$ cat config.mk
export PLATFORM = sky130hd
export DESIGN_NAME = spip_policy
export DESIGN_NICKNAME = d
export VERILOG_FILES = /design/src/verilog/spip_pkg.sv /design/src/verilog/spip_policy.sv /design/src/verilog/spip_prescaler.sv
export VERILOG_INCLUDE_DIRS = /design/src /design/src/verilog
export SDC_FILE = /design/constraint.sdc
export NUM_CORES = 1
export LEC_CHECK = 0
export BUFFER_PORTS_ARGS = -buffer_cell sky130_fd_sc_hd__buf_2
export CAP_MARGIN = 20
export CORE_MARGIN = 1.5
export CORE_UTILIZATION = 61
export CTS_CLUSTER_SIZE = 20
export DETAILED_ROUTE_END_ITERATION = 10
export MAX_ROUTING_LAYER = met4
export PLACE_DENSITY = 0.87
export SLEW_MARGIN = 10
export SYNTH_ARGS = -nofsm -noshare
export SYNTH_HDL_FRONTEND = slang
export SYNTH_HIERARCHICAL = 1
export SYNTH_SLANG_ARGS = --single-unit
$ cat constraint.sdc
create_clock -name clk -period 7.5 [get_ports clk]
set_clock_uncertainty 0.15 [all_clocks]
set_input_delay 1.5 -clock clk [delete_from_list [all_inputs] [get_ports clk]]
set_output_delay 1.5 -clock clk [all_outputs]
set_load 0.005 [all_outputs]
$ cat src/verilog/spip_cfg.svh
`ifndef SPIP_CFG_SVH
`define SPIP_CFG_SVH
// Register offsets (byte addresses)
`define SPIP_REG_PORT1 8'h00
`define SPIP_REG_PORT2 8'h04
`define SPIP_REG_GLOBAL 8'h08
`define SPIP_REG_PRESCALE 8'h0c
`define SPIP_REG_STATUS 8'h10
// Port control fields
`define SPIP_BC_HI 31
`define SPIP_BC_LO 21
`define SPIP_MC_HI 20
`define SPIP_MC_LO 16
`define SPIP_NO_LEARN 4
`define SPIP_VLAN_CHK 3
`define SPIP_DROP_UNTAG 2
`define SPIP_STATE_HI 1
`define SPIP_STATE_LO 0
// Global control fields
`define SPIP_G_RATE_EN 0
`define SPIP_G_TX_MODE 3
// Prescaler and port control reset value
`define SPIP_PRE_W 20
`define SPIP_PRE_MIN 20'h00010
`define SPIP_PORT_RST 32'h0000_0000
`endif

$ cat src/verilog/spip_pkg.sv
package spip_pkg;
   typedef enum logic [1:0] {
      SPIP_DISABLED = 2'b00,
      SPIP_BLOCKED = 2'b01,
      SPIP_LEARN = 2'b10,
      SPIP_FORWARD = 2'b11
   } spip_state_t;
endpackage

$ cat src/verilog/spip_policy.sv
`timescale 1ns/1ps
`include "spip_cfg.svh"
// ************************************
// Function
// ************************************
module spip_policy
   import spip_pkg::*;
#(
   parameter int NPORT = 2,
   parameter int BC_W = 11,
   parameter int MC_W = 5
) (
   input wire logic clk,
   input wire logic rstn,
   input wire logic [7:0] reg_addr,
   input wire logic [31:0] reg_wdata,
   input wire logic reg_wr,
   input wire logic reg_rd,
   output logic [31:0] reg_rdata,
   input wire logic rx_valid,
   input wire logic [NPORT-1:0] rx_port,
   input wire logic [47:0] rx_dest_addr,
   input wire logic rx_tagged,
   input wire logic rx_vlan_found,
   input wire logic tx_valid,
   input wire logic [NPORT-1:0] tx_port,
   input wire logic [47:0] tx_dest_addr,
   output logic rx_done,
   output logic rx_drop,
   output logic rx_rate_limited,
   output logic rx_learn_ok,
   output logic tx_done,
   output logic tx_rate_limited,
   output logic [2*NPORT-1:0] port_state_flat,
   output logic [NPORT-1:0] port_disabled,
   output logic [NPORT-1:0] port_blocked,
   output logic [NPORT-1:0] port_learn,
   output logic [NPORT-1:0] port_forward
);
   typedef struct packed {
      logic [NPORT-1:0][31:0] ctl;
      logic [31:0] glob;
      logic [`SPIP_PRE_W-1:0] pre;
      logic [NPORT-1:0][BC_W-1:0] bc_cnt;
      logic [NPORT-1:0][MC_W-1:0] mc_cnt;
      logic [31:0] rdata;
      logic rx_done;
      logic rx_drop;
      logic rx_lim;
      logic rx_learn;
      logic tx_done;
      logic tx_lim;
      logic [NPORT-1:0][1:0] pstate;
      logic [NPORT-1:0] p_dis;
      logic [NPORT-1:0] p_blk;
      logic [NPORT-1:0] p_lrn;
      logic [NPORT-1:0] p_fwd;
      logic [15:0] drop_cnt;
   } spip_st_t;
   spip_st_t st;
   spip_st_t next_st;
   logic pre_pulse;
   spip_prescaler u_pre (
      .clk(clk),
      .rstn(rstn),
      .divider(st.pre),
      .pulse(pre_pulse)
   );
   // ************************************
   // Per-port limit decisions
   // ************************************
   logic [NPORT-1:0] bc_hit;
   logic [NPORT-1:0] mc_hit;
   logic [NPORT-1:0] bc_lim;
   logic [NPORT-1:0] mc_lim;
   logic rx_bc;
   logic rx_mc;
   logic tx_bc;
   logic tx_mc;
   logic tx_mode;
   logic rate_en;
   assign rx_bc = &rx_dest_addr;
   assign rx_mc = rx_dest_addr[40] && !rx_bc;
   assign tx_bc = &tx_dest_addr;
   assign tx_mc = tx_dest_addr[40] && !tx_bc;
   assign tx_mode = st.glob[`SPIP_G_TX_MODE];
   assign rate_en = st.glob[`SPIP_G_RATE_EN];
   genvar gi;
   generate
      for (gi = 0; gi < NPORT; gi++) begin : g_port
         logic pv;
         logic [NPORT-1:0] pp;
         logic pbc;
         logic pmc;
         assign pv = tx_mode ? tx_valid : rx_valid;
         assign pp = tx_mode ? tx_port : rx_port;
         assign pbc = tx_mode ? tx_bc : rx_bc;
         assign pmc = tx_mode ? tx_mc : rx_mc;
         assign bc_hit[gi] = pv && pp[gi] && pbc;
         assign mc_hit[gi] = pv && pp[gi] && pmc;
         assign bc_lim[gi] = rate_en && (st.bc_cnt[gi] == '0)
            && (st.ctl[gi][`SPIP_BC_HI:`SPIP_BC_LO] != '0);
         assign mc_lim[gi] = rate_en && (st.mc_cnt[gi] == '0)
            && (st.ctl[gi][`SPIP_MC_HI:`SPIP_MC_LO] != '0);
      end
   endgenerate
   // ************************************
   // Next state
   // ************************************
   always_comb begin
      logic lim;
      logic drop;
      logic learn;
      logic [31:0] c;
      lim = 1'b0;
      drop = 1'b0;
      learn = 1'b0;
      c = '0;
      next_st = st;
      next_st.rdata = '0;
      next_st.rx_done = 1'b0;
      next_st.rx_drop = 1'b0;
      next_st.rx_lim = 1'b0;
      next_st.rx_learn = 1'b0;
      next_st.tx_done = 1'b0;
      next_st.tx_lim = 1'b0;
      // Register writes
      if (reg_wr) begin
         if (reg_addr == `SPIP_REG_PORT1) begin
            next_st.ctl[0] = reg_wdata;
         end else if (reg_addr == `SPIP_REG_PORT2) begin
            next_st.ctl[NPORT-1] = reg_wdata;
         end else if (reg_addr == `SPIP_REG_GLOBAL) begin
            next_st.glob = reg_wdata;
         end else if (reg_addr == `SPIP_REG_PRESCALE) begin
            next_st.pre = reg_wdata[`SPIP_PRE_W-1:0];
         end
      end
      // Register reads, unmapped reads zero
      if (reg_rd) begin
         if (reg_addr == `SPIP_REG_PORT1) begin
            next_st.rdata = st.ctl[0];
         end else if (reg_addr == `SPIP_REG_PORT2) begin
            next_st.rdata = st.ctl[NPORT-1];
         end else if (reg_addr == `SPIP_REG_GLOBAL) begin
            next_st.rdata = {28'h0000000, st.glob[`SPIP_G_TX_MODE], 2'h0,
               st.glob[`SPIP_G_RATE_EN]};
         end else if (reg_addr == `SPIP_REG_PRESCALE) begin
            next_st.rdata = {12'h000, st.pre};
         end else if (reg_addr == `SPIP_REG_STATUS) begin
            next_st.rdata = {st.drop_cnt, 16'h0000};
         end
      end
      for (int i = 0; i < NPORT; i++) begin
         // count one per matching packet, not below zero
         if (bc_hit[i] && st.bc_cnt[i] != '0) begin
            next_st.bc_cnt[i] = st.bc_cnt[i] - 1'b1;
         end
         if (mc_hit[i] && st.mc_cnt[i] != '0) begin
            next_st.mc_cnt[i] = st.mc_cnt[i] - 1'b1;
         end
         if (pre_pulse) begin
            next_st.bc_cnt[i] = st.ctl[i][`SPIP_BC_HI:`SPIP_BC_LO];
            next_st.mc_cnt[i] = st.ctl[i][`SPIP_MC_HI:`SPIP_MC_LO];
         end
         next_st.pstate[i] = st.ctl[i][`SPIP_STATE_HI:`SPIP_STATE_LO];
         next_st.p_dis[i] = next_st.pstate[i] == SPIP_DISABLED;
         next_st.p_blk[i] = next_st.pstate[i] == SPIP_BLOCKED;
         next_st.p_lrn[i] = next_st.pstate[i] == SPIP_LEARN;
         next_st.p_fwd[i] = next_st.pstate[i] == SPIP_FORWARD;
         if (rx_valid && rx_port[i]) begin
            c = st.ctl[i];
            lim = !tx_mode && (bc_hit[i] && bc_lim[i] || mc_hit[i] && mc_lim[i]);
            drop = (c[`SPIP_DROP_UNTAG] && !rx_tagged)
               || (c[`SPIP_VLAN_CHK] && !rx_vlan_found);
            learn = !c[`SPIP_NO_LEARN] && !drop;
         end
         if (tx_valid && tx_port[i] && tx_mode) begin
            next_st.tx_lim = bc_hit[i] && bc_lim[i] || mc_hit[i] && mc_lim[i];
         end
      end
      next_st.rx_done = rx_valid;
      next_st.rx_drop = rx_valid && drop;
      next_st.rx_lim = rx_valid && lim;
      next_st.rx_learn = rx_valid && learn;
      next_st.tx_done = tx_valid;
      if (rx_valid && (drop || lim) && st.drop_cnt != 16'hffff) begin
         next_st.drop_cnt = st.drop_cnt + 16'h0001;
      end
   end
   always_ff @(posedge clk or negedge rstn) begin
      if (!rstn) begin
         st <= '0;
      end else begin
         st <= next_st;
      end
   end
   assign reg_rdata = st.rdata;
   assign rx_done = st.rx_done;
   assign rx_drop = st.rx_drop;
   assign rx_rate_limited = st.rx_lim;
   assign rx_learn_ok = st.rx_learn;
   assign tx_done = st.tx_done;
   assign tx_rate_limited = st.tx_lim;
   assign port_state_flat = st.pstate;
   assign port_disabled = st.p_dis;
   assign port_blocked = st.p_blk;
   assign port_learn = st.p_lrn;
   assign port_forward = st.p_fwd;
endmodule

$ cat src/verilog/spip_prescaler.sv
`timescale 1ns/1ps
`include "spip_cfg.svh"
module spip_prescaler
   import spip_pkg::*;
(
   input wire logic clk,
   input wire logic rstn,
   input wire logic [`SPIP_PRE_W-1:0] divider,
   output logic pulse
);
   typedef struct packed {
      logic [`SPIP_PRE_W-1:0] cnt;
      logic pulse;
   } spip_pre_st_t;
   spip_pre_st_t st;
   spip_pre_st_t next_st;
   // ************************************
   // Divider
   // ************************************
   always_comb begin
      next_st = st;
      next_st.pulse = 1'b0;
      if (divider == '0) begin
         next_st.cnt = '0;
      end else if (st.cnt >= divider - 1'b1) begin
         next_st.cnt = '0;
         next_st.pulse = 1'b1;
      end else begin
         next_st.cnt = st.cnt + 1'b1;
      end
   end
   always_ff @(posedge clk or negedge rstn) begin
      if (!rstn) begin
         st <= '0;
      end else begin
         st <= next_st;
      end
   end
   assign pulse = st.pulse;
endmodule
==> results.toml <==
[timing]
max-slew-margin-rel = 0.3091
setup_viol = 0
slew_viol_final = 0
max_freq_mhz = 226.1
worst_pin_slew_ns = 1.027
tns_ns = 0
timing.final.ws_setup_ns = 3.078
hold_viol_final = 0
period_share = 0.5896
fin_crit_ns = 4.422
rsz0062_at_grt = "no"

[route]
drt-vias-per-instance = 6.177
wl_per_cell_um = 20.09
dr.pass1.iters = 9
drt_iter0_markers = 913
num_vias = 8382
drc = 0
routed_wl_um = 27270
ant_nets = 0

[clock_network]
tritoncts = "yes"
cts_max_level = 1
ctsHoldBuffers = 0
clkLatencyLatePin_ns = 0.50
post_cts_buffers = 0
clkSlewWorstSetupHoldPaths_ns = 0.06
cts.repair.resized = 0
cts_sinks = 205
max-clock-path-buffers = 3
cts_inserted_buffers = 21
cts_root_buffer = "clkbuf_16"

[finish]
syn_to_final_growth_pct = 14.79
antennaDiodeCount = 0
final_layout_size_suffix_gt1_frac = 0.3228
fin_nets = 1303
fin_cells = 1357

[synth]
synth-seq-cells = 205
async_flop_share = 1.000
synth-warning-count = 6
syn_nets = 1152
syn_inst = 972
synth_compound_area_frac = 0.08564
syn_area_per_cell_sq_um = 10.88
synth-xor-area-share = 0.06293
muxShareOfSynthArea = 0.1029
synthSimpleGateAreaFrac = 0.1733
synth_top_family_by_area = "simple AND/OR/NAND/NOR gates"
synth_cell_types = 61
synthAdderAreaFrac = 0.03785
syn_area_sq_um = 10580
synth-edff-count = 0
synth_ff_type = "dfrtp_1"
yosysSeqAreaShare = 0.4850

[worst_setup_path]
crit_arrival_ns = 4.68
cp_data_required_time_ns = 7.75
end_kind = "flop"
rr_startpoint = "st[101]"
r2r-end = "u_pre/st[12]"
cp-start-kind = "flop"
worst-setup-path-type = "reg2reg"
ff2ff_path_depth = 11
r2r_setup_slack_ns = 3.08
crit_fanout = 20

[die]
num_rows = 47
core_sq_um = 16760
dieArea_sq_um = 18140
fp.dieH_um = 134.7
initial_core_util = 0.6311
die_x_um = 134.7
io_pins = 198

[hold_path]
holdPathEnd = "st[189]"
hold_start = "st[189]"
hold_depth = 1
hold_class = "reg2reg"

[global_routing]
grt_pass1_wl_um = 42560
overflow = 0
grt_usage = 0.3090
antenna_found_initial = 0
grt_pass1_vias = 8176
grt_max_degree = 105

[pwr]
p_leak_uw = 0.005846
fin_total_pwr_uw = 2759
power.density_nw_per_um2 = 227.2
peakVddDrop_mv = 0.1841

[status]
status = "finished clean"

[placed_design]
gp_congestion = 0.8875
placedCellCount = 1320
io_buffers = 197
pre_cts_slack_ns = 2.834
place_hpwl_um = 19080

[job]
cap_violations = 0
power by group:
| group | switching [uW] | internal [uW] |
|---|---|---|
| combinational | 218 | 181 |
| sequential | 92.0 | 1180 |
| clock | 426 | 662 |
| total | 735 | 2020 |
cell families (layout without fill, tap and decap cells):
logic type | count (synthesis) | after routing
AOI/OAI and AO/OA | 127 | 127
xor gates and xnor gates | 76 | 76
adders and majority gates | 32 | 32
buffers and inverters | 97 | 262
DFF | 205 | 205
muxes | 97 | 97
and+or+nand+nor | 338 | 338
cells in the final DEF (no fill, tap or decap), types with 5 or more instances in the layout:
| cell | n |
|---|---|
| dfrtp_1 | 205 |
| buf_2 | 196 |
| mux2_2 | 92 |
| nand2_1 | 86 |
| nor2_1 | 77 |
| xnor2_1 | 48 |
| ha_1 | 32 |
| nand4_1 | 29 |
| xor2_1 | 28 |
| o21ai_0 | 26 |
| nor2b_1 | 21 |
| clkbuf_16 | 21 |
| inv_1 | 20 |
| o21ai_1 | 20 |
| nand3_1 | 19 |
| a2111oi_0 | 16 |
| a21oi_1 | 15 |
| nor4_1 | 14 |
| nor3_1 | 12 |
| a222oi_1 | 12 |
| nor2_2 | 11 |
| nor4_2 | 9 |
| or3_1 | 9 |
| and3_1 | 9 |
| and2_1 | 8 |
| buf_4 | 8 |
| or4_1 | 7 |
| clkinv_2 | 7 |
| nand2b_1 | 5 |
| a22o_1 | 5 |
| a31oi_1 | 5 |
how the worst max path moves through the flow:
stage / start / to / cells past startpoint
6_report: st[101] / u_pre/st[12] / 11
5_1_grt: st[101] / u_pre/st[17] / 11
4_1_cts: st[101] / u_pre/st[17] / 11
3_5_place_dp: reg_addr[0] / st[189] / 8
3_3_place_gp: reg_addr[0] / st[189] / 8
2_1_floorplan: reg_addr[0] / st[189] / 7
registers in the layout, indices dropped and copies added, names as in the netlist:
| register | cells |
|---|---|
| rate_en | 1 |
| next_st | 4 |
| tx_done | 1 |
| port_blocked | 2 |
| tx_rate_limited | 1 |
| port_state_flat | 4 |
| rx_done | 1 |
| st | 129 |
| port_learn | 2 |
| port_disabled | 2 |
| rx_learn_ok | 1 |
| rx_rate_limited | 1 |
| u_pre/st | 20 |
| rx_drop | 1 |
| port_forward | 2 |
| reg_rdata | 32 |
| u_pre/pulse | 1 |
stage by stage:
stage	util	hold slack [ns]	instance area, sq um
after floorplan	-	0.2832	10580
after global placement	0.6819	0.3281	11430
after detailed placement	0.6819	0.3447	11430
after CTS	0.7244	0.3570	12140
after global routing	0.7244	0.3795	12140
final	0.7244	0.3536	12140
final cells by class:
| type | instances | area (sq um) |
|---|---|---|
| flip-flops and latches | 205 | 5130 |
| multi-input cells | 670 | 4893 |
| fillers | 1160 | 4618 |
| repair buffers | 205 | 1055 |
| clock buffers | 25 | 550.5 |
| well taps | 220 | 275.3 |
| clock inverters | 12 | 162.7 |
| inverters | 20 | 75.07 |
layer usage:
layer | track usage | share of wire
met1 | 0.3823 | 0.38
met2 | 0.5125 | 0.49
met3 | 0.04842 | 0.091
met4 | 0.1243 | 0.039
met5 | - | 0
cell usage after synthesis (all sizes together), types with 13 or more instances:
library cell,n,share of area
dfrtp,205,0.48
mux2,94,0.10
nor2,88,0.034
nand2,86,0.031
buf,56,0.038
xnor2,48,0.040
o21ai,46,0.022
ha,32,0.038
nand4,31,0.020
xor2,28,0.023
nor4,25,0.023
clkbuf,21,0.0075
nor2b,21,0.012
inv,20,0.0071
nand3,20,0.0099
a2111oi,17,0.016
a21oi,17,0.0088
nor3,13,0.0072
worst max-delay path, cell delays in order, from the launching register on:
cell and delay (ns):
dfrtp_1 0.46, or4_1 0.59, or3_1 0.47, nor4_4 0.36
nand2_1 0.11, xor2_1 0.16, ha_1 0.29, a21oi_1 0.15
o21ai_0 0.10, a221oi_1 0.54, nand4_2 0.65, nor2_1 0.29
Note: power is estimated with default switching activity, not from simulation.
